--- src/rtl/tmr_pkg.sv ---
// Constants, field layouts and carrier types of the dual reload timer
// ---------------------------------------------------------------------
// ---------------------------------------------------------------------
package tmr_pkg;

  // -------------------------------------------------------------------
  // Register offsets (byte addresses)
  // -------------------------------------------------------------------
  localparam int unsigned ADDR_W = 12;
  localparam logic [11:0] OFS_CTRL = 12'h000;
  localparam logic [11:0] OFS_CH0 = 12'h004;
  localparam logic [11:0] OFS_CH1 = 12'h008;
  localparam logic [11:0] OFS_RELOAD = 12'h00C;
  localparam logic [11:0] OFS_COUNT = 12'h010;

  // -------------------------------------------------------------------
  // Field positions
  // -------------------------------------------------------------------
  localparam int unsigned CTRL_CASCADE = 0;
  localparam int unsigned CTRL_HALVED_UNDERFLOW_OUT_SEL = 1;
  localparam int unsigned CTRL_SRC0 = 2;
  localparam int unsigned CTRL_SRC1 = 3;
  localparam int unsigned CTRL_W = 4;
  localparam int unsigned CH_RUN = 0;
  localparam int unsigned CH_PRESET = 1;
  localparam int unsigned CH_CONT = 2;
  localparam int unsigned CH_PSC_LO = 3;
  localparam int unsigned CH_PSC_HI = 4;
  localparam int unsigned CH_EDGE = 5;
  localparam int unsigned CH_FILT = 6;
  localparam int unsigned CH_EXT = 7;
  localparam int unsigned CH_W = 8;
  localparam int unsigned CNT_W = 8;

  // -------------------------------------------------------------------
  // Reset values
  // -------------------------------------------------------------------
  localparam logic [3:0] CTRL_RST = 4'h0;
  localparam logic [7:0] CH_RST = 8'h00;
  localparam logic [7:0] RELOAD_RST = 8'hFF;
  localparam logic [7:0] CNT_RST = 8'h00;

  // -------------------------------------------------------------------
  // Prescaler codes and last count of each division
  // -------------------------------------------------------------------
  localparam logic [1:0] PSC_DIV1 = 2'h0;
  localparam logic [1:0] PSC_DIV4 = 2'h1;
  localparam logic [1:0] PSC_DIV16 = 2'h2;
  localparam logic [1:0] PSC_DIV64 = 2'h3;
  localparam logic [5:0] LAST_DIV1 = 6'h00;
  localparam logic [5:0] LAST_DIV4 = 6'h03;
  localparam logic [5:0] LAST_DIV16 = 6'h0F;
  localparam logic [5:0] LAST_DIV64 = 6'h3F;

  // -------------------------------------------------------------------
  // Noise filter timing
  // -------------------------------------------------------------------
  localparam int unsigned LSO_HZ = 32768;
  localparam int unsigned NOISE_HZ = 2048;
  localparam logic [1:0] FILTER_LAST = 2'h1; // Second 2,048 Hz edge

  // Synchroniser lanes
  localparam int unsigned SYN_LSO = 0;
  localparam int unsigned SYN_HSO = 1;
  localparam int unsigned SYN_EVT = 2;
  localparam int unsigned SYN_N = 3;

  // Result of one prescaler step
  typedef struct packed {
    logic tick;
    logic [5:0] cnt;
  } psc_res_s;

endpackage

--- src/rtl/dual_reload_down_timer.sv ---
// Dual 8-bit reload down timer with cascade, event count and APB access
`timescale 1ns/10ps
module dual_reload_down_timer #(
  parameter int unsigned LSO_HZ = tmr_pkg::LSO_HZ,
  parameter int unsigned NOISE_HZ = tmr_pkg::NOISE_HZ
) (
  input wire logic mclk,
  input wire logic rstn,
  input wire logic ce,
  input wire logic [11:0] paddr,
  input wire logic psel,
  input wire logic penable,
  input wire logic pwrite,
  input wire logic [31:0] pwdata,
  output logic [31:0] prdata,
  output logic pready,
  output logic pslverr,
  input wire logic low_speed_osc,
  input wire logic high_speed_osc,
  input wire logic event_input_pin,
  output logic toggle_output_pin,
  output logic inverted_toggle_pin,
  output logic underflow_ch0,
  output logic underflow_ch1
);

  // -------------------------------------------------------------------
  // Derived constants
  // -------------------------------------------------------------------
  localparam int unsigned NOISE_DIV = LSO_HZ / NOISE_HZ;
  localparam int unsigned NDIV_W = (NOISE_DIV > 1) ? $clog2(NOISE_DIV) : 1;
  localparam logic [NDIV_W-1:0] NDIV_LAST = NDIV_W'(NOISE_DIV - 1);

  // Last prescaler count for a division code
  function automatic logic [5:0] psc_last(input logic [1:0] code);
    unique case (code)
      tmr_pkg::PSC_DIV64: psc_last = tmr_pkg::LAST_DIV64;
      tmr_pkg::PSC_DIV16: psc_last = tmr_pkg::LAST_DIV16;
      tmr_pkg::PSC_DIV4: psc_last = tmr_pkg::LAST_DIV4;
      tmr_pkg::PSC_DIV1: psc_last = tmr_pkg::LAST_DIV1;
    endcase
  endfunction

  // One prescaler step: advance on an enabled source edge, tick on wrap
  function automatic tmr_pkg::psc_res_s psc_step(input logic [5:0] cnt,
      input logic [1:0] code, input logic en);
    tmr_pkg::psc_res_s r;
    r.tick = 1'b0;
    r.cnt = cnt;
    if (en) begin
      if (cnt >= psc_last(code)) begin
        r.tick = 1'b1;
        r.cnt = 6'h00;
      end else begin
        r.cnt = cnt + 6'h01;
      end
    end
    return r;
  endfunction

  // -------------------------------------------------------------------
  // State
  // -------------------------------------------------------------------
  logic [2:0] s1_q, s1_d, s2_q, s2_d, s3_q, s3_d, lvl_q, lvl_d;
  logic [NDIV_W-1:0] ndiv_q, ndiv_d;
  logic evt_q, evt_d;
  logic [1:0] fcnt_q, fcnt_d;
  logic [5:0] psc0_q, psc0_d, psc1_q, psc1_d;
  logic [3:0] ctrl_q, ctrl_d;
  logic [7:0] ch0_q, ch0_d, ch1_q, ch1_d;
  logic [7:0] rld0_q, rld0_d, rld1_q, rld1_d;
  logic [7:0] cnt0_q, cnt0_d, cnt1_q, cnt1_d;
  logic tog_q, tog_d, inv_q, inv_d;
  logic uf0_q, uf0_d, uf1_q, uf1_d;
  logic pready_q, pready_d, pslverr_q, pslverr_d;
  logic [31:0] prdata_q, prdata_d;

  // Combinational helpers
  logic [2:0] fall;
  logic ntick, ev_edge, casc, ext;
  logic src0_tick, src1_tick, tick0, tick1;
  logic wr_en, wr_ctrl, wr_ch0, wr_ch1, wr_rld;
  logic pre0, pre1, uf0_ev, uf1_ev, uf16_ev, halved_underflow_out_ev;
  logic [15:0] val16;
  tmr_pkg::psc_res_s p0, p1;

  // -------------------------------------------------------------------
  // Input synchronisers and noise filter
  // -------------------------------------------------------------------
  // Three stages per pin; level accepted once stages two and three agree
  always_comb begin
    s1_d = {event_input_pin, high_speed_osc, low_speed_osc};
    s2_d = s1_q;
    s3_d = s2_q;
    for (int i = 0; i < int'(tmr_pkg::SYN_N); i++) begin
      lvl_d[i] = (s2_q[i] == s3_q[i]) ? s3_q[i] : lvl_q[i];
    end
    fall = lvl_q & ~lvl_d;
  end

  // Internal 2,048 Hz tick from the low-speed oscillator's falling edges
  always_comb begin
    ndiv_d = ndiv_q;
    ntick = 1'b0;
    if (fall[tmr_pkg::SYN_LSO]) begin
      if (ndiv_q == NDIV_LAST) begin
        ndiv_d = '0;
        ntick = 1'b1;
      end else begin
        ndiv_d = ndiv_q + NDIV_W'(1);
      end
    end
  end

  // Event level, optionally passed through the noise filter
  always_comb begin
    evt_d = evt_q;
    fcnt_d = 2'h0;
    if (!ch0_q[tmr_pkg::CH_FILT]) begin
      evt_d = lvl_q[tmr_pkg::SYN_EVT];
    end else if (lvl_q[tmr_pkg::SYN_EVT] != evt_q) begin
      fcnt_d = fcnt_q;
      if (ntick) begin
        if (fcnt_q == tmr_pkg::FILTER_LAST) begin
          evt_d = lvl_q[tmr_pkg::SYN_EVT];
          fcnt_d = 2'h0;
        end else begin
          fcnt_d = fcnt_q + 2'h1;
        end
      end
    end
    // Counting edge of the accepted event level
    ev_edge = ch0_q[tmr_pkg::CH_EDGE] ? (~evt_q & evt_d)
                                      : (evt_q & ~evt_d);
  end

  // -------------------------------------------------------------------
  // Clock selection and prescalers
  // -------------------------------------------------------------------
  always_comb begin
    casc = ctrl_q[tmr_pkg::CTRL_CASCADE];
    ext = ch0_q[tmr_pkg::CH_EXT];
    src0_tick = ctrl_q[tmr_pkg::CTRL_SRC0] ? fall[tmr_pkg::SYN_HSO]
                                           : fall[tmr_pkg::SYN_LSO];
    src1_tick = ctrl_q[tmr_pkg::CTRL_SRC1] ? fall[tmr_pkg::SYN_HSO]
                                           : fall[tmr_pkg::SYN_LSO];
    // Source reaches a prescaler only while its run bit is set
    p0 = psc_step(psc0_q, ch0_q[tmr_pkg::CH_PSC_HI:tmr_pkg::CH_PSC_LO],
                  ch0_q[tmr_pkg::CH_RUN] & src0_tick & ~ext);
    p1 = psc_step(psc1_q, ch1_q[tmr_pkg::CH_PSC_HI:tmr_pkg::CH_PSC_LO],
                  ch1_q[tmr_pkg::CH_RUN] & src1_tick & ~casc);
    psc0_d = p0.cnt;
    psc1_d = p1.cnt;
    // Event mode bypasses the prescaler of timer 0
    tick0 = ext ? (ch0_q[tmr_pkg::CH_RUN] & ev_edge)
                : p0.tick;
    tick1 = p1.tick & ~casc;
  end

  // -------------------------------------------------------------------
  // APB decode
  // -------------------------------------------------------------------
  // Writes take effect at the edge where the master sees pready high
  always_comb begin
    wr_en = psel & penable & pready_q & pwrite;
    wr_ctrl = wr_en & (paddr == tmr_pkg::OFS_CTRL);
    wr_ch0 = wr_en & (paddr == tmr_pkg::OFS_CH0);
    wr_ch1 = wr_en & (paddr == tmr_pkg::OFS_CH1);
    wr_rld = wr_en & (paddr == tmr_pkg::OFS_RELOAD);
    pre0 = wr_ch0 & pwdata[tmr_pkg::CH_PRESET];
    pre1 = wr_ch1 & pwdata[tmr_pkg::CH_PRESET] & ~casc;
  end

  // Answer one cycle into the access phase; read data sampled then
  always_comb begin
    pready_d = psel & penable & ~pready_q;
    pslverr_d = 1'b0;
    prdata_d = prdata_q;
    if (pready_d) begin
      prdata_d = 32'h0000_0000;
      unique case (paddr)
        tmr_pkg::OFS_CTRL: prdata_d[tmr_pkg::CTRL_W-1:0] = ctrl_q;
        tmr_pkg::OFS_CH0: prdata_d[tmr_pkg::CH_W-1:0] = ch0_q;
        tmr_pkg::OFS_CH1: prdata_d[tmr_pkg::CH_W-1:0] = ch1_q;
        tmr_pkg::OFS_RELOAD: prdata_d[15:0] = {rld1_q, rld0_q};
        tmr_pkg::OFS_COUNT: prdata_d[15:0] = {cnt1_q, cnt0_q};
        default: pslverr_d = 1'b1;
      endcase
    end
  end

  // -------------------------------------------------------------------
  // Down counters, run control and underflow
  // -------------------------------------------------------------------
  always_comb begin
    val16 = {cnt1_q, cnt0_q};
    cnt0_d = cnt0_q;
    cnt1_d = cnt1_q;
    uf0_ev = 1'b0;
    uf1_ev = 1'b0;
    uf16_ev = 1'b0;
    if (casc) begin
      // Low byte borrows into high byte; reload on 16-bit underflow
      if (pre0) begin
        {cnt1_d, cnt0_d} = {rld1_q, rld0_q};
      end else if (tick0) begin
        if (val16 == 16'h0000) begin
          {cnt1_d, cnt0_d} = {rld1_q, rld0_q};
          uf16_ev = 1'b1;
        end else begin
          {cnt1_d, cnt0_d} = val16 - 16'h0001;
        end
      end
    end else begin
      // Two independent 8-bit channels
      if (pre0) begin
        cnt0_d = rld0_q;
      end else if (tick0) begin
        uf0_ev = (cnt0_q == 8'h00);
        cnt0_d = uf0_ev ? rld0_q : cnt0_q - 8'h01;
      end
      if (pre1) begin
        cnt1_d = rld1_q;
      end else if (tick1) begin
        uf1_ev = (cnt1_q == 8'h00);
        cnt1_d = uf1_ev ? rld1_q : cnt1_q - 8'h01;
      end
    end
  end

  // Control registers; a software write wins over a one-shot stop
  always_comb begin
    ctrl_d = ctrl_q;
    ch0_d = ch0_q;
    ch1_d = ch1_q;
    rld0_d = rld0_q;
    rld1_d = rld1_q;
    if (wr_ctrl) begin
      ctrl_d = pwdata[tmr_pkg::CTRL_W-1:0];
    end
    if (wr_ch0) begin
      ch0_d = pwdata[tmr_pkg::CH_W-1:0];
      ch0_d[tmr_pkg::CH_PRESET] = 1'b0; // Strobe holds nothing
    end else if ((uf0_ev | uf16_ev) && !ch0_q[tmr_pkg::CH_CONT]) begin
      ch0_d[tmr_pkg::CH_RUN] = 1'b0;
    end
    if (wr_ch1) begin
      ch1_d = pwdata[tmr_pkg::CH_W-1:0];
      ch1_d[tmr_pkg::CH_PRESET] = 1'b0;
      ch1_d[tmr_pkg::CH_W-1:tmr_pkg::CH_EDGE] = '0; // No event logic
    end else if (uf1_ev && !ch1_q[tmr_pkg::CH_CONT]) begin
      ch1_d[tmr_pkg::CH_RUN] = 1'b0;
    end
    if (casc) begin
      ch1_d[tmr_pkg::CH_RUN] = 1'b0;
    end
    if (wr_rld) begin
      rld0_d = pwdata[7:0];
      rld1_d = pwdata[15:8];
    end
  end

  // Underflow pulses and the halved toggle output
  always_comb begin
    uf0_d = uf0_ev;
    uf1_d = uf1_ev | uf16_ev;
    halved_underflow_out_ev = (casc | ctrl_q[tmr_pkg::CTRL_HALVED_UNDERFLOW_OUT_SEL]) ? (uf1_ev | uf16_ev)
                                                      : uf0_ev;
    tog_d = tog_q ^ halved_underflow_out_ev;
    inv_d = ~tog_d;
  end

  // -------------------------------------------------------------------
  // Registers
  // -------------------------------------------------------------------
  always_ff @(posedge mclk) begin
    if (!rstn) begin
      s1_q <= 3'h0;
      s2_q <= 3'h0;
      s3_q <= 3'h0;
      lvl_q <= 3'h0;
      ndiv_q <= '0;
      evt_q <= 1'b0;
      fcnt_q <= 2'h0;
      psc0_q <= 6'h00;
      psc1_q <= 6'h00;
      ctrl_q <= tmr_pkg::CTRL_RST;
      ch0_q <= tmr_pkg::CH_RST;
      ch1_q <= tmr_pkg::CH_RST;
      rld0_q <= tmr_pkg::RELOAD_RST;
      rld1_q <= tmr_pkg::RELOAD_RST;
      cnt0_q <= tmr_pkg::CNT_RST;
      cnt1_q <= tmr_pkg::CNT_RST;
      tog_q <= 1'b0;
      inv_q <= 1'b1;
      uf0_q <= 1'b0;
      uf1_q <= 1'b0;
      pready_q <= 1'b0;
      pslverr_q <= 1'b0;
      prdata_q <= 32'h0000_0000;
    end else if (ce) begin
      s1_q <= s1_d;
      s2_q <= s2_d;
      s3_q <= s3_d;
      lvl_q <= lvl_d;
      ndiv_q <= ndiv_d;
      evt_q <= evt_d;
      fcnt_q <= fcnt_d;
      psc0_q <= psc0_d;
      psc1_q <= psc1_d;
      ctrl_q <= ctrl_d;
      ch0_q <= ch0_d;
      ch1_q <= ch1_d;
      rld0_q <= rld0_d;
      rld1_q <= rld1_d;
      cnt0_q <= cnt0_d;
      cnt1_q <= cnt1_d;
      tog_q <= tog_d;
      inv_q <= inv_d;
      uf0_q <= uf0_d;
      uf1_q <= uf1_d;
      pready_q <= pready_d;
      pslverr_q <= pslverr_d;
      prdata_q <= prdata_d;
    end
  end

  // Outputs straight from flip-flops
  assign prdata = prdata_q;
  assign pready = pready_q;
  assign pslverr = pslverr_q;
  assign toggle_output_pin = tog_q;
  assign inverted_toggle_pin = inv_q;
  assign underflow_ch0 = uf0_q;
  assign underflow_ch1 = uf1_q;

  // -------------------------------------------------------------------
  // Assertions
  // -------------------------------------------------------------------
  AST_PRESET: assert property (@(posedge mclk) disable iff (!rstn)
    (ce && pre0 && !casc) |=> (cnt0_q == $past(rld0_q)))
    else $error("preset did not load reload value");

  AST_STOP_HOLD: assert property (@(posedge mclk) disable iff (!rstn)
    (!ch0_q[tmr_pkg::CH_RUN] && !pre0 && !casc) |=> $stable(cnt0_q))
    else $error("stopped counter changed");

  AST_RELOAD: assert property (@(posedge mclk) disable iff (!rstn)
    (ce && tick0 && !pre0 && !casc && cnt0_q == 8'h00)
    |=> (cnt0_q == $past(rld0_q)) ##0 underflow_ch0)
    else $error("underflow did not reload and pulse");

  AST_ONESHOT: assert property (@(posedge mclk) disable iff (!rstn)
    (ce && uf0_ev && !ch0_q[tmr_pkg::CH_CONT] && !wr_ch0)
    |=> !ch0_q[tmr_pkg::CH_RUN])
    else $error("one-shot did not clear run");

  AST_CONT: assert property (@(posedge mclk) disable iff (!rstn)
    (ce && uf0_ev && ch0_q[tmr_pkg::CH_CONT] && !wr_ch0)
    |=> ch0_q[tmr_pkg::CH_RUN])
    else $error("continuous mode stopped");

  AST_CASC_RUN1: assert property (@(posedge mclk) disable iff (!rstn)
    (ce && casc) |=> !ch1_q[tmr_pkg::CH_RUN])
    else $error("timer 1 runs in cascade");

  AST_TOGGLE: assert property (@(posedge mclk) disable iff (!rstn)
    (ce && halved_underflow_out_ev) |=> (toggle_output_pin != $past(toggle_output_pin))
    && (inverted_toggle_pin == !toggle_output_pin))
    else $error("toggle output did not flip");

  AST_GATE: assert property (@(posedge mclk) disable iff (!rstn)
    !ch0_q[tmr_pkg::CH_RUN] |=> $stable(psc0_q))
    else $error("prescaler moved while stopped");

  AST_CASC_BORROW: assert property (@(posedge mclk)
    disable iff (!rstn)
    (ce && casc && tick0 && !pre0 && cnt0_q == 8'h00 && cnt1_q != 8'h00)
    |=> (cnt0_q == 8'hFF) && (cnt1_q == $past(cnt1_q) - 8'h01))
    else $error("low byte borrow not passed to high byte");

  AST_APB_READY: assert property (@(posedge mclk) disable iff (!rstn)
    (ce && psel && penable && !pready) |=> pready ##1 !pready)
    else $error("apb answer not a single cycle after one wait");

endmodule

--- config.mk ---
export PLATFORM = sky130hd
export DESIGN_NAME = dual_reload_down_timer
export DESIGN_NICKNAME = d
export VERILOG_FILES = /design/src/rtl/tmr_pkg.sv /design/src/rtl/dual_reload_down_timer.sv
export SDC_FILE = /design/constraint.sdc
export NUM_CORES = 1
export LEC_CHECK = 0
export BUFFER_PORTS_ARGS = -buffer_cell sky130_fd_sc_hd__buf_2
export CAP_MARGIN = 10
export CORE_ASPECT_RATIO = 1.25
export CORE_MARGIN = 2
export CORE_UTILIZATION = 34
export DETAILED_ROUTE_END_ITERATION = 8
export PLACE_DENSITY = 0.5
export SLEW_MARGIN = 25
export SYNTH_ARGS = -nofsm -noshare
export SYNTH_HDL_FRONTEND = slang
export SYNTH_SLANG_ARGS = --single-unit
--- constraint.sdc ---
create_clock -name mclk -period 3.5 [get_ports mclk]
set_clock_uncertainty 0.2 [all_clocks]
set_input_delay 0.525 -clock mclk [delete_from_list [all_inputs] [get_ports mclk]]
set_output_delay 0.525 -clock mclk [all_outputs]
set_load 0.01 [all_outputs]
# --- Word level (Yosys, flattened, before mapping) ---
# Cells that the tools add are included.
totals:
  regBits: 100
  output_inout_bits: 38
classes:
  order_cmp: 2
  bitwise: 31
  eq_ne: 18
  add_sub_neg: 7
  muxes: 63
  reduce_logical: 28
op_table:
  columns: ["op", "count"]
  rows:
  - ["two-way mux 8 bit", 14]
  - ["case mux 6 bit (4 select lines)", 2]
  - ["two-way mux 1 bit", 33]
  - ["equality test 12 x 4 -> 1 bit, second input constant", 2]
  - ["two-way mux 6 bit", 4]
  - ["AND reduction 2 bit", 12]
  - ["case mux 4 bit (5 select lines)", 1]
  - ["AND 1 bit", 19]
  - ["zero test 16 bit", 1]
  - ["zero test 8 bit", 2]
  - ["case mux 4 bit (4 select lines)", 1]
  - ["case mux 8 bit (2 select lines)", 1]
  - ["subtractor 16 x 1 -> 16 bit, second input constant", 1]
  - ["subtractor 8 x 1 -> 8 bit, second input constant", 2]
  - ["two-way mux 7 bit", 2]
  - ["adder 6 x 1 -> 6 bit, second input constant", 2]
  - ["equality test 12 x 3 -> 1 bit, second input constant", 1]
  - ["equality test 12 x 5 -> 1 bit, second input constant", 1]
  - [">= comparator 6 bit", 2]
  - ["zero test 12 bit", 1]
  - ["equality test 2 bit, second input constant", 4]
  - ["two-way mux 2 bit", 4]
  - ["equality test 2 x 1 -> 1 bit, second input constant", 3]
  - ["NOT 1 bit", 6]
  - ["19 further kinds", 28]

# --- Depth between registers and ports, before layout ---
# Gate-level depths: netlist of the first run.
depth:
  word_depth: 20
  ltp_mapped: 12
  mapped_depth_nobuf: 10

# --- Worst setup path before layout of the first run ---
# No wires, ideal clock.
synth_path:
  kind: "reg2reg"
  start: "reg cnt1_q[0]"
  end: "reg cnt1_q[3]"
  path_stages_with_launch: 13
  required_ps: 3239
  path_slack_ps: 545
  setup_time_ps: 61
  t_arrival_ps: 2694
  cell_sequence: "dfxtp_1 -> inv_1 -> ha_1 -> or3b_4 -> or4_4 -> buf_6 -> or2_1 -> buf_6 -> and3_4 -> nor2_4 -> nor2_2 -> a211oi_2 -> o221a_1"
synth_between:
  elab_chain_len: 5
  word_cells_on_any_way: 11
synth_rtl:
  columns: ["element", "line", "source"]
  rows:
  - ["start, declared", "dual_reload_down_timer.sv:72", "logic [7:0] cnt0_q, cnt0_d, cnt1_q, cnt1_d;"]
  - ["start signal, assigned", "dual_reload_down_timer.sv:293", "cnt1_q <= tmr_pkg::CNT_RST;"]
  - ["start signal, assigned", "dual_reload_down_timer.sv:317", "cnt1_q <= cnt1_d;"]
  - ["subtractor 16 x 1 -> 16 bit, or another cell as far along", "dual_reload_down_timer.sv:211", "{cnt1_d, cnt0_d} = val16 - 16'h0001;"]
  - ["two-way mux 8 bit, on equally long branches", "dual_reload_down_timer.sv:207, dual_reload_down_timer.sv:226", null]
  - ["two-way mux 8 bit, on equally long branches", "dual_reload_down_timer.sv:206, dual_reload_down_timer.sv:224", null]
  - ["two-way mux 8 bit, on equally long branches", "dual_reload_down_timer.sv:204, dual_reload_down_timer.sv:222", null]
  - ["two-way mux 8 bit (*)", "dual_reload_down_timer.sv:202", "if (casc) begin"]
# Mark *: on every way between the ends. The rest lies on a longest branch, timed or not. The select of a mux whose other input is x is not followed.
# A chain may end at the register's enable or synchronous reset.

# --- Worst setup path in the final report of the first run ---
layout_path:
  start: "reg ch0_q[4]"
  end: "reg cnt1_q[0]"
layout_between:
  elab_chain_len: 9
  word_cells_on_any_way: 12
layout_rtl:
  columns: ["element", "line", "source"]
  rows:
  - ["start, declared", "dual_reload_down_timer.sv:70", "logic [7:0] ch0_q, ch0_d, ch1_q, ch1_d;"]
  - ["start signal, assigned", "dual_reload_down_timer.sv:288", "ch0_q <= tmr_pkg::CH_RST;"]
  - ["start signal, assigned", "dual_reload_down_timer.sv:312", "ch0_q <= ch0_d;"]
  - ["equality test 2 x 1 -> 1 bit, or another cell as far along", "dual_reload_down_timer.sv:36", "unique case (code)"]
  - ["case mux 6 bit (4 select lines) (*)", "dual_reload_down_timer.sv:36", null]
  - ["two-way mux 6 bit (*)", "dual_reload_down_timer.sv:50", "if (en) begin"]
  - [">= comparator 6 bit (*)", "dual_reload_down_timer.sv:51", "if (cnt >= psc_last(code)) begin"]
  - ["two-way mux 1 bit (*)", "dual_reload_down_timer.sv:51", null]
  - ["two-way mux 7 bit (*)", "dual_reload_down_timer.sv:50", null]
  - ["two-way mux 1 bit (*)", "dual_reload_down_timer.sv:155", "tick0 = ext ? (ch0_q[tmr_pkg::CH_RUN] & ev_edge)"]
  - ["inequality test 3 x 1 -> 1 bit (no source line) (*)", null, null]
  - ["AND reduction 3 bit (no source line) (*)", null, null]
# Marks and branches as above.

==> results.txt, run 1 <==
- Buffers placed on the I/O ports in this run total 58.
* Total Power: 2290 uW
* Synthesis Warnings: 0
- Post-CTS setup-driven buffer insertion count: 0
- In this run, distinct cell masters in the synthesized netlist total 75.
- The critical path starts at ch0_q[4]$_SDFFE_PN0P_.
- Final Critical Period: 3.251 ns
* Leak Pwr: 0.002456 uW
- DRC violations left: 0
- Average detailed-routed wire length per instance: 16.10 microns
- After the last flow step, the layout net total stands at 787.
- Mean post-synth cell area: 7.983 sq um
- Deepest clock path buffer count: 2
- At the worst endpoint, the arrival time is 3.30 ns.
- Max-slew violation total from the final report: 0
- Share of cells above drive strength 1: 0.1616
* Largest net degree at the start of global routing: 61
- Logic pwr share: 0.051
- Compared with the post-synthesis result, the final layout area differs by 14.00%.
* Setup tns final: 0 ns
- After synthesis the cells add up to 5373 sq um.
- For this run, the register share of the synthesized area comes to 0.3726.
* Launch instance of the worst min-delay path: pwdata[9]
* Clock tree from TritonCTS: yes
- Of all flip-flops after synthesis, the portion carrying an async set or reset was 0.
- Maximum capacitance violations: 0
- Internal Dissipation: 1765 uW
* Clock power share: 0.444
- The run finished with clean final reports.
- In this run the number of H-tree levels came out at 3.
- Sink Count: 100
- Maximum net fanout on the critical path: 9
- Detailed placement ended at an HPWL of 11000 microns.
- Switching component of the power: 525.4 uW
* Element type at the critical path start: register
- Overall fraction of global-route tracks in use: 0.1859
* Count of mapped cells out of synthesis: 673
- P per Cell Area: 373.9 nW/um^2
- Antenna cell count: 0
- Synthesized flop and latch total: 100
* Slew at the pin closest to its max-slew limit: 0.8479 ns
- Across the VDD grid, the largest voltage drop is 0.2099 mV.
- The number of gates resized after CTS was 0.
- Slowest cell delay on critical path: 0.61 ns
- Hold-fix buffers, CTS: 0
- Buffer type at the clock tree root: clkbuf_16
- The number of global-route vias before repair was 4691.
- The total overflow left after global routing is 0.
- Critical path capture point type: register
- Worst flop-to-flop path startpoint: ch0_q[4]$_SDFFE_PN0P_
* Switching fraction of total power: 0.2294
- Finish-stage setup viols: 0
* Vias after detailed routing: 4963
- The first global-routing pass estimated 24150 microns of wire.
* Clock latency of the later-clocked register in the worst-skew pair: 0.35 ns
- Summed over all layers, the routed wires come to 15070 microns.
* Part of the total power dissipated in sequential elements: 0.505
* Die Ht: 144.5 microns
* Initial core utilization: 0.3465
* Unrepaired setup endpoints after global routing: false
- The most used flip-flop cell after synthesis is dfxtp_1.
- The number of antenna violations at the first check in global routing was 1.
- The critical path contains buffers and inverters numbering 0 combined.
- At the end of routability-driven placement, the weighted congestion stood at 0.8501.
- Die area: 16830 sq um
- Clock transition time at the flip-flop clock pins of the worst setup and hold paths: 0.07 ns
- Total clock buffers created by CTS: 9
- Internal reg-to-reg setup slack: 0.25 ns
- Counting flops with a built-in enable in the synthesized netlist gives 0.
- Core ar.: 15510 sq um
- After floorplanning, the core was divided into 51 placement rows.
- Detail Route Antenna Nets: 0
- In this run the count of I/O pins placed on the die edge is 91.
- Data on the critical path is required at its endpoint by 3.54 ns.
- Share of the clock period used by the worst path after layout: 0.9288
- The number of hold-slack violations in the final timing report was 0.
* Die extent in x: 116.4 microns
- In this run, the number of DRC markers left after iteration 0 of detailed routing was 299.
- Derived from the worst setup path, the maximum achievable clock frequency is 0.3076 GHz.
- The first TritonRoute pass finished after 4 iterations.
- Critical path start-end classification: register to register
* Relative slew slack: 0.4287
- CP cell instances: or2_2 -> ha_1 -> nand2b_1 -> nand3_1 -> nand4b_1 -> a32oi_1 -> a21oi_2 -> a211o_1 -> and3_1 -> o31a_1
- Via density: 5.302
* Critical Path Slowest Stage Cell: a32oi_1
* Worst hold path type: input port to register
* Cell family with most CP delay: compound AO/OA/AOI/OAI gates
## path summary, 6_finish.rpt
kind	endpoint	depth (start not counted)
hold / removal	rld1_q[1]$_SDFFE_PN1P_	3
hold reg to reg	fcnt_q[1]$_SDFFE_PN0P_	1
setup / recovery	cnt1_q[0]$_SDFFE_PN0P_	10
setup reg to reg	cnt1_q[0]$_SDFFE_PN0P_	10
## power groups by stage
| stage | clock network [uW] | registers [uW] | logic, uW |
|---|---|---|---|
| 6_report | 1020 | 1160 | 117 |
| 4_1_cts | 1060 | 1160 | 118 |
| 5_1_grt | 1090 | 1160 | 130 |
| 3_5_place_dp | 0 | 1180 | 118 |
| 3_3_place_gp | 0 | 1180 | 116 |
| 2_1_floorplan | 0 | 1180 | 74.1 |
## synth_stat cells (4+ instances only)
master | instances | area [sq um]
nand2b_1 | 6 | 37.54
ha_1 | 14 | 175.2
xor2_1 | 10 | 87.58
mux2i_1 | 15 | 150.1
a222oi_1 | 6 | 60.06
a31oi_1 | 7 | 43.79
nand3_1 | 36 | 180.2
or2_2 | 5 | 31.28
nor4_1 | 4 | 25.02
nor2_1 | 71 | 266.5
and3_1 | 8 | 50.05
o21a_1 | 4 | 30.03
inv_1 | 17 | 63.81
dfxtp_1 | 100 | 2002
a21boi_0 | 8 | 60.06
xnor2_1 | 8 | 70.07
nor3b_1 | 5 | 37.54
nor2b_1 | 16 | 100.1
a221oi_1 | 15 | 131.4
nand4_1 | 10 | 62.56
buf_4 | 16 | 120.1
a21oi_1 | 47 | 235.2
nor3_1 | 15 | 75.07
clkbuf_1 | 32 | 120.1
nand2_1 | 88 | 330.3
o21ai_0 | 34 | 170.2
and2_1 | 10 | 62.56
## state kept, by name, summed over array words and instances, names as in the netlist, 6 cells and up
| signal | count |
|---|---|
| rld0_q | 8 |
| cnt1_q | 8 |
| prdata | 16 |
| psc0_q | 6 |
| psc1_q | 6 |
| cnt0_q | 8 |
| rld1_q | 8 |
| ch0_q | 7 |
## cells by family after synthesis
family / count (synthesis) / share of synthesized area
muxes: 16 / 0.03004
xor gates and xnor gates: 18 / 0.02934
other: 1 / 0.0006980
and+or+nand+nor: 295 / 0.2683
buffers and inverters: 71 / 0.06404
DFF: 100 / 0.3726
adders and majority gates: 14 / 0.03260
AOI/OAI and AO/OA: 158 / 0.2024
## area by class of cell
type                    count  area (sq um)
clock buffers              12         246.5
clock inverters             3         46.29
fillers                  1648          9382
inverters                  17         63.81
multi-input cells         517          3083
flip-flops and latches    100          2002
well taps                 212         265.3
repair buffers             75         417.9
## cells in the final DEF (no fill, tap or decap), types with 5 or more instances in the layout
master     count
buf_4         17
a221oi_1      15
a222oi_1       6
or2_2          5
a31oi_1        7
buf_2         58
inv_1         17
nor3_1        15
xnor2_1        8
nand2_1       88
and3_1         8
xor2_1        10
nand2b_1       6
nand4_1       10
ha_1          14
conb_1        16
a21boi_0       8
nand3_1       36
a21oi_1       47
nor3b_1        5
o21ai_0       34
nor2b_1       16
dfxtp_1      100
mux2i_1       15
clkbuf_16      9
nor2_1        71
and2_1        10
## through the flow
step | util | setup WS [ns] | hold WS [ns] | instances | area [sq um]
after global routing | 0.3950 | 0.09594 | 0.1793 | 936 | 6125
after CTS | 0.3950 | 0.2696 | 0.1645 | 936 | 6125
final | 0.3950 | 0.2491 | 0.1797 | 936 | 6125
after detailed placement | 0.3761 | 0.2833 | 0.2645 | 921 | 5832
after floorplan | - | 0.5452 | 0.2417 | 688 | 5429
after global placement | 0.3761 | 0.3154 | 0.2503 | 921 | 5832
## metal layers
layer / global-route usage / wire length, microns
met1: 0.2360 / 6649
met2: 0.3152 / 7494
met3: 0.02305 / 614
met4: 0.07957 / 298
met5: 0 / 13
## worst min-delay path: cells and delay by family
kind | cells | cell delay, ns
buffers and inverters | 1 | 0.07
AND/OR/NAND/NOR | 2 | 0.10
Note: power is estimated with default switching activity, not from simulation.
==> run 2, diff against run 1 <==
PLACE_DENSITY = unset   (was 0.5)
==> results.txt, run 2 (synthesis gave the netlist of run 1 again) <==
* Hold-fix buffers, CTS: 0
- For this run, the total global-route usage over all layers was measured as 0.1781.
* Relative slew slack: 0.5142
- IR analysis of the VDD net gives a maximum drop of 0.2067 mV.
- Register-to-Register Path Depth: 10
* Post-CTS setup-driven buffer insertion count: 0
- Internal reg-to-reg setup slack: 0.30 ns
- Initial core utilization: 0.3465
* Fin. Hold Viols: 0
- The die is 144.5 microns tall.
- STA classifies the critical path startpoint as a register.
* Filler cell count: 1623
- Data arrival time of the worst path: 3.24 ns
- The flow ran to the end, and the final reports show no timing, DRC or antenna violations.
* Worst hold path type: input port to register
- The total overflow left after global routing is 0.
* Maximum capacitance violations: 0
- For the pin with the worst max-slew slack, the measured transition is 0.7287 ns.
- The clock drives 100 sinks.
- In this run, the number of DRC markers left after iteration 0 of detailed routing was 282.
- After detailed placement, the total cell area comes to 5877 sq um.
- Top Ports: 91
- The library cell used most frequently in the layout, excluding fill and tap cells, is dfxtp_1.
- In this run the worst setup path terminates at cnt1_q[0]$_SDFFE_PN0P_.
- Row count: 51
- Post-route insts no fill: 943
- The later pin in the worst-skew pair is clocked with a latency of 0.35 ns.
* First-pass GRT wire length: 23650 microns
- Nets@finish: 793
- Critical path start-end classification: register to register
- The worst hold path was traced through 3 stages.
* Setup tns final: 0 ns
- After routing the design area is 6251 sq um.
* Maximum net fanout on the critical path: 9
- Max-slew violation total from the final report: 0
* Largest net degree at the start of global routing: 38
* DRC violations left: 0
- Worst flop-to-flop path startpoint: ch0_q[4]$_SDFFE_PN0P_
* Die extent in x: 116.4 microns
- The number of global-route vias before repair came to 4594.
- Leak Pwr: 0.002522 uW
- Number of flip-flops in the largest register: 16
* Clock tree from TritonCTS: yes
* Core ar.: 15510 sq um
- Unrepaired setup endpoints after global routing: false
* Critical path capture point type: register
- In this run the critical register-to-register path is captured at cnt1_q[0]$_SDFFE_PN0P_.
- Power spread over the standard cell area amounts to 402.3 nW/um^2.
* Die area: 16830 sq um
- Antenna violations before repair: 0
- Of the cells placed in the final design, the portion with a size suffix greater than 1 is 0.1724.
* Total clock buffers created by CTS: 9
- Final Critical Period: 3.198 ns
- Once layout is complete, the utilization of the core stands at 0.4031.
* Hpwl dp: 10510 microns
- Share of the clock period used by the worst path after layout: 0.9138
- Detail Route Antenna Nets: 0
* Routed wire length: 14420 microns
- Layout-stage area growth over the synthesis result: 16.35%
* Via density: 5.215
* Maximum frequency from static timing analysis: 0.3127 GHz
- Vias after detailed routing: 4918
- After clock tree synthesis, the clock-pin slew on the worst setup and hold paths is 0.07 ns.
- Deepest clock path buffer count: 2
- Summing internal, switching and leakage power gives 2515 uW.
- Required time of the worst setup path: 3.54 ns
* Commonest cells after routing, fill and taps aside: 100 x dfxtp_1, 88 x nand2_1, 71 x nor2_1
* Antenna cell count: 0
- Placed cell count: 927
* DRT Pass-1 Iters: 8
* Post-cts gate resize count: 0
* Final estimated routing congestion in global placement: 0.8282
- Critical Path Source: ch0_q[4]$_SDFFE_PN0P_
- Average detailed-routed wire length per instance: 15.29 microns
- Total of buffers placed on input and output ports: 58
- H-tree depth: 3
- Buffer type at the clock tree root: clkbuf_16
- Finish-stage setup viols: 0
==> run 2: changes by cell type in the layout (fill, tap and decap cells not counted), sizes merged <==
cell	previous run	this run
inv	18	17
clkinvlp	1	2
buf	75	81
bufinv	1	4
clkbuf	12	10
==> run 2: report_power, final <==
part	switching [uW]	internal [uW]
combinational	74.3	42.9
clock	452	791
sequential	6.62	1150
total	533	1980
==> run 2: routing by layer <==
layer / vias up / global-route usage / wire length (microns)
li1: 2465 / - / -
met1: 2315 / 0.2305 / 6378
met2: 129 / 0.3072 / 7264
met3: 9 / 0.02934 / 650
met4: 0 / 0.04449 / 127
met5: - / 0 / 0
==> run 2: area by class of cell <==
| cell class | instances | area, sq um | area share |
|---|---|---|---|
| clock buffers | 10 | 239.0 | 0.03823 |
| multi-input cells | 517 | 3083 | 0.4932 |
| repair buffers | 81 | 462.9 | 0.07406 |
| inverters | 17 | 63.81 | 0.01021 |
| well taps | 212 | 265.3 | 0.04243 |
| clock inverters | 6 | 135.1 | 0.02162 |
| flip-flops and latches | 100 | 2002 | 0.3203 |
==> run 2: worst min-delay path by stage <==
stage,endpoint,from
floorplan,fcnt_q[1]$_SDFFE_PN0P_,fcnt_q[1]$_SDFFE_PN0P_
detailed placement,fcnt_q[1]$_SDFFE_PN0P_,fcnt_q[1]$_SDFFE_PN0P_
global placement,fcnt_q[1]$_SDFFE_PN0P_,fcnt_q[1]$_SDFFE_PN0P_
CTS,rld1_q[1]$_SDFFE_PN1P_,pwdata[9]
finish,rld1_q[6]$_SDFFE_PN1P_,pwdata[14]
global route,rld1_q[4]$_SDFFE_PN1P_,pwdata[12]
==> run 2: per-stage QoR <==
stage / worst slack, ns / hold WS [ns]
6_report: 0.3016 / 0.1808
5_1_grt: 0.07760 / 0.1990
4_1_cts: 0.2965 / 0.1757
3_5_place_dp: 0.3550 / 0.2550
3_3_place_gp: 0.3803 / 0.2510
2_1_floorplan: 0.5452 / 0.2417
==> run 2: critical path, stage by stage, from the launching register on <==
cell and delay, ns:
dfxtp_1 0.35, or2_2 0.30, ha_1 0.28, nand2b_1 0.15, nand3_1 0.11, nand4b_1 0.11, a32oi_1 0.55, a21oi_2 0.17
a211o_1 0.44, and3_1 0.21, o31a_1 0.22
==> run 3, diff against run 2 <==
CORE_MARGIN = unset   (was 2)
MAX_ROUTING_LAYER = met4   (was unset)
==> results.txt, run 3 (synthesis gave the netlist of run 1 again) <==
- For this design, the slowest cell found on the critical path is a32oi_1.
- The number of clock buffers added by TritonCTS is 9.
- Clock-pin slew was measured on the worst setup and hold paths at 0.07 ns.
- Across all hold checks on the routed design, the worst slack comes to 0.1767 ns.
- On the worst path, the slowest cell contributes a delay of 0.55 ns.
- Launch instance of the worst min-delay path: pwdata[13]
* Final estimated routing congestion in global placement: 0.8515
- Die Ht: 142.5 microns
- Clock power share: 0.468
- Cell family with most CP delay: compound AO/OA/AOI/OAI gates
- The number of global-route vias before repair was 4596.
- The number of hold buffers added after CTS was 0.
* Total Power: 2392 uW
- STA classifies the critical path startpoint as a register.
- The endpoint identified for the worst register-to-register timing path is cnt1_q[0]$_SDFFE_PN0P_.
* Antenna cell count: 0
* Vias after detailed routing: 4882
- Internal reg-to-reg setup slack: 0.31 ns
- The startpoint identified for the worst register-to-register timing path is ch0_q[4]$_SDFFE_PN0P_.
* Worst hold path type: input port to register
* Commonest non-fill, non-tap cell in the layout: dfxtp_1
- Finish-stage setup viols: 0
- Hpwl dp: 10200 microns
- Core ar.: 15510 sq um
- Part of the total power dissipated in sequential elements: 0.483
* Setup tns final: 0 ns
- For the pin with the worst max-slew slack, the measured transition is 0.7850 ns.
- Share of cells above drive strength 1: 0.1655
- Initial core utilization: 0.3465
- Register-to-Register Path Depth: 10
* Fin. Hold Viols: 0
- The path with the worst hold slack has its endpoint at rld1_q[5]$_SDFFE_PN1P_.
* H-tree depth: 3
- At the placement stage, the worst setup path has a slack of 0.3462 ns.
- For this design the total switching power over the nets is 533.9 uW.
- CP cell instances: or2_2 -> ha_1 -> nand2b_1 -> nand3_1 -> nand4b_1 -> a32oi_1 -> a21oi_2 -> a211o_1 -> and3_1 -> o31a_1
- Unrepaired setup endpoints after global routing: false
- For this design the top-level I/O count stands at 91.
- The share of total power dissipated in combinational logic is 0.049.
- The number of antenna violations at the first check in global routing is 0.
- Share of the clock period used by the worst path after layout: 0.9119
- Post-CTS setup-driven buffer insertion count: 0
* Die area: 16310 sq um
- Deepest clock path buffer count: 2
* Layout-stage area growth over the synthesis result: 14.81%
- After floorplanning, the core was divided into 51 placement rows.
- Summed over all layers, the routed wires come to 14340 microns.
- Die extent in x: 114.4 microns
* Internal Dissipation: 1858 uW
- For this design the ratio of total power to cell area is 387.7 nW/um^2.
- Number of flip-flops in the largest register: 16
* DRC violations left: 0
* Data arrival time of the worst path: 3.23 ns
* Final Instance Area: 6168 sq um
* Detail Route Antenna Nets: 0
- The number of slew-limit violations in the final report is 0.
- The analysis attributes to cell leakage a power of 0.002473 uW.
* Maximum capacitance violations: 0
- Based on the critical path, the design can be clocked at up to 0.3133 GHz.
* Commonest cells after routing, fill and taps aside: 100 x dfxtp_1, 88 x nand2_1, 71 x nor2_1
- Clock tree from TritonCTS: yes
- In the global route stage, overall resource usage came out at 0.1903.
- DRT Pass-1 Iters: 6
- The worst path needs 3.192 ns of the cycle, external delays included.
- Post-cts gate resize count: 0
- Clock latency of the later-clocked register in the worst-skew pair: 0.35 ns
- The worst setup path is of the register to register kind.
* Relative slew slack: 0.4767
- Critical path capture point type: register
- Count of buffering cells on the critical path with inverters included: 0
- Largest net degree at the start of global routing: 61
* Total of buffers placed on input and output ports: 58
- Buffer type at the clock tree root: clkbuf_16
- Of the total power, the share spent switching nets is 0.2233.
* First-pass GRT wire length: 23590 microns
- Nets@finish: 787
- Maximum net fanout on the critical path: 9
- After layout, the worst setup slack is 0.3084 ns.
* Via density: 5.210
- Sink Count: 100
- After detailed routing, the average wire length per cell comes to 15.30 microns.
* Drt first-iter violations: 277
* Hold Path Cell Cnt: 3
* Required time of the worst setup path: 3.54 ns
* VDD IR-drop max: 0.1971 mV
* Placed Instance Area: 5832 sq um
- Outcome: finished clean
- After global routing the overflow that remains totals 0.
## run 3: cell types whose count changed in the layout (fill, tap and decap cells not counted)
cell	previous run	this run
bufinv_16	4	2
buf_4	23	17
clkbuf_8	1	2
clkinv_4	0	1
## run 3: metrics by stage
step           utilization  std cells
3_5_place_dp        0.3761        921
6_report            0.3978        937
2_1_floorplan            -        688
4_1_cts             0.3978        937
3_3_place_gp        0.3761        921
5_1_grt             0.3978        937
## run 3: power by group through the flow
stage / registers, uW / clock network, uW / logic, uW
3_3_place_gp: 1180 / 0 / 116
2_1_floorplan: 1180 / 0 / 74.1
4_1_cts: 1160 / 1140 / 116
3_5_place_dp: 1180 / 0 / 116
5_1_grt: 1160 / 1180 / 130
6_report: 1160 / 1120 / 116
## run 3: how the worst max path moves through the flow
stage / from / slack [ns] / end / cells past startpoint
after global placement: ch0_q[4]$_SDFFE_PN0P_ / 0.36 / cnt1_q[0]$_SDFFE_PN0P_ / 10
final: ch0_q[4]$_SDFFE_PN0P_ / 0.31 / cnt1_q[0]$_SDFFE_PN0P_ / 10
after floorplan: cnt1_q[0]$_SDFFE_PN0P_ / 0.55 / cnt1_q[3]$_SDFFE_PN0P_ / 12
after detailed placement: ch0_q[4]$_SDFFE_PN0P_ / 0.35 / cnt1_q[0]$_SDFFE_PN0P_ / 10
after global routing: ch0_q[4]$_SDFFE_PN0P_ / 0.16 / cnt1_q[0]$_SDFFE_PN0P_ / 10
after CTS: ch0_q[4]$_SDFFE_PN0P_ / 0.32 / cnt1_q[0]$_SDFFE_PN0P_ / 10
## run 3: area by class of cell
cell class,count,area [sq um]
repair buffers,75,417.9
multi-input cells,517,3083
flip-flops and latches,100,2002
fillers,1629,9338
clock inverters,5,83.83
well taps,212,265.3
clock buffers,11,252.7
inverters,17,63.81
## run 3: worst register-to-register path, delay by kind of cell (launching register included)
kind,cells,cell delay [ns]
compound gates,4,1.38
flops,1,0.36
fa+ha+maj,1,0.27
simple gates,5,0.87
## run 3: layer usage
metal,up-vias,part of all wire,track usage
met5,-,0,-
met4,0,0.033,0.09706
met3,29,0.044,0.02087
met2,138,0.49,0.3145
met1,2257,0.43,0.2282
li1,2458,-,-
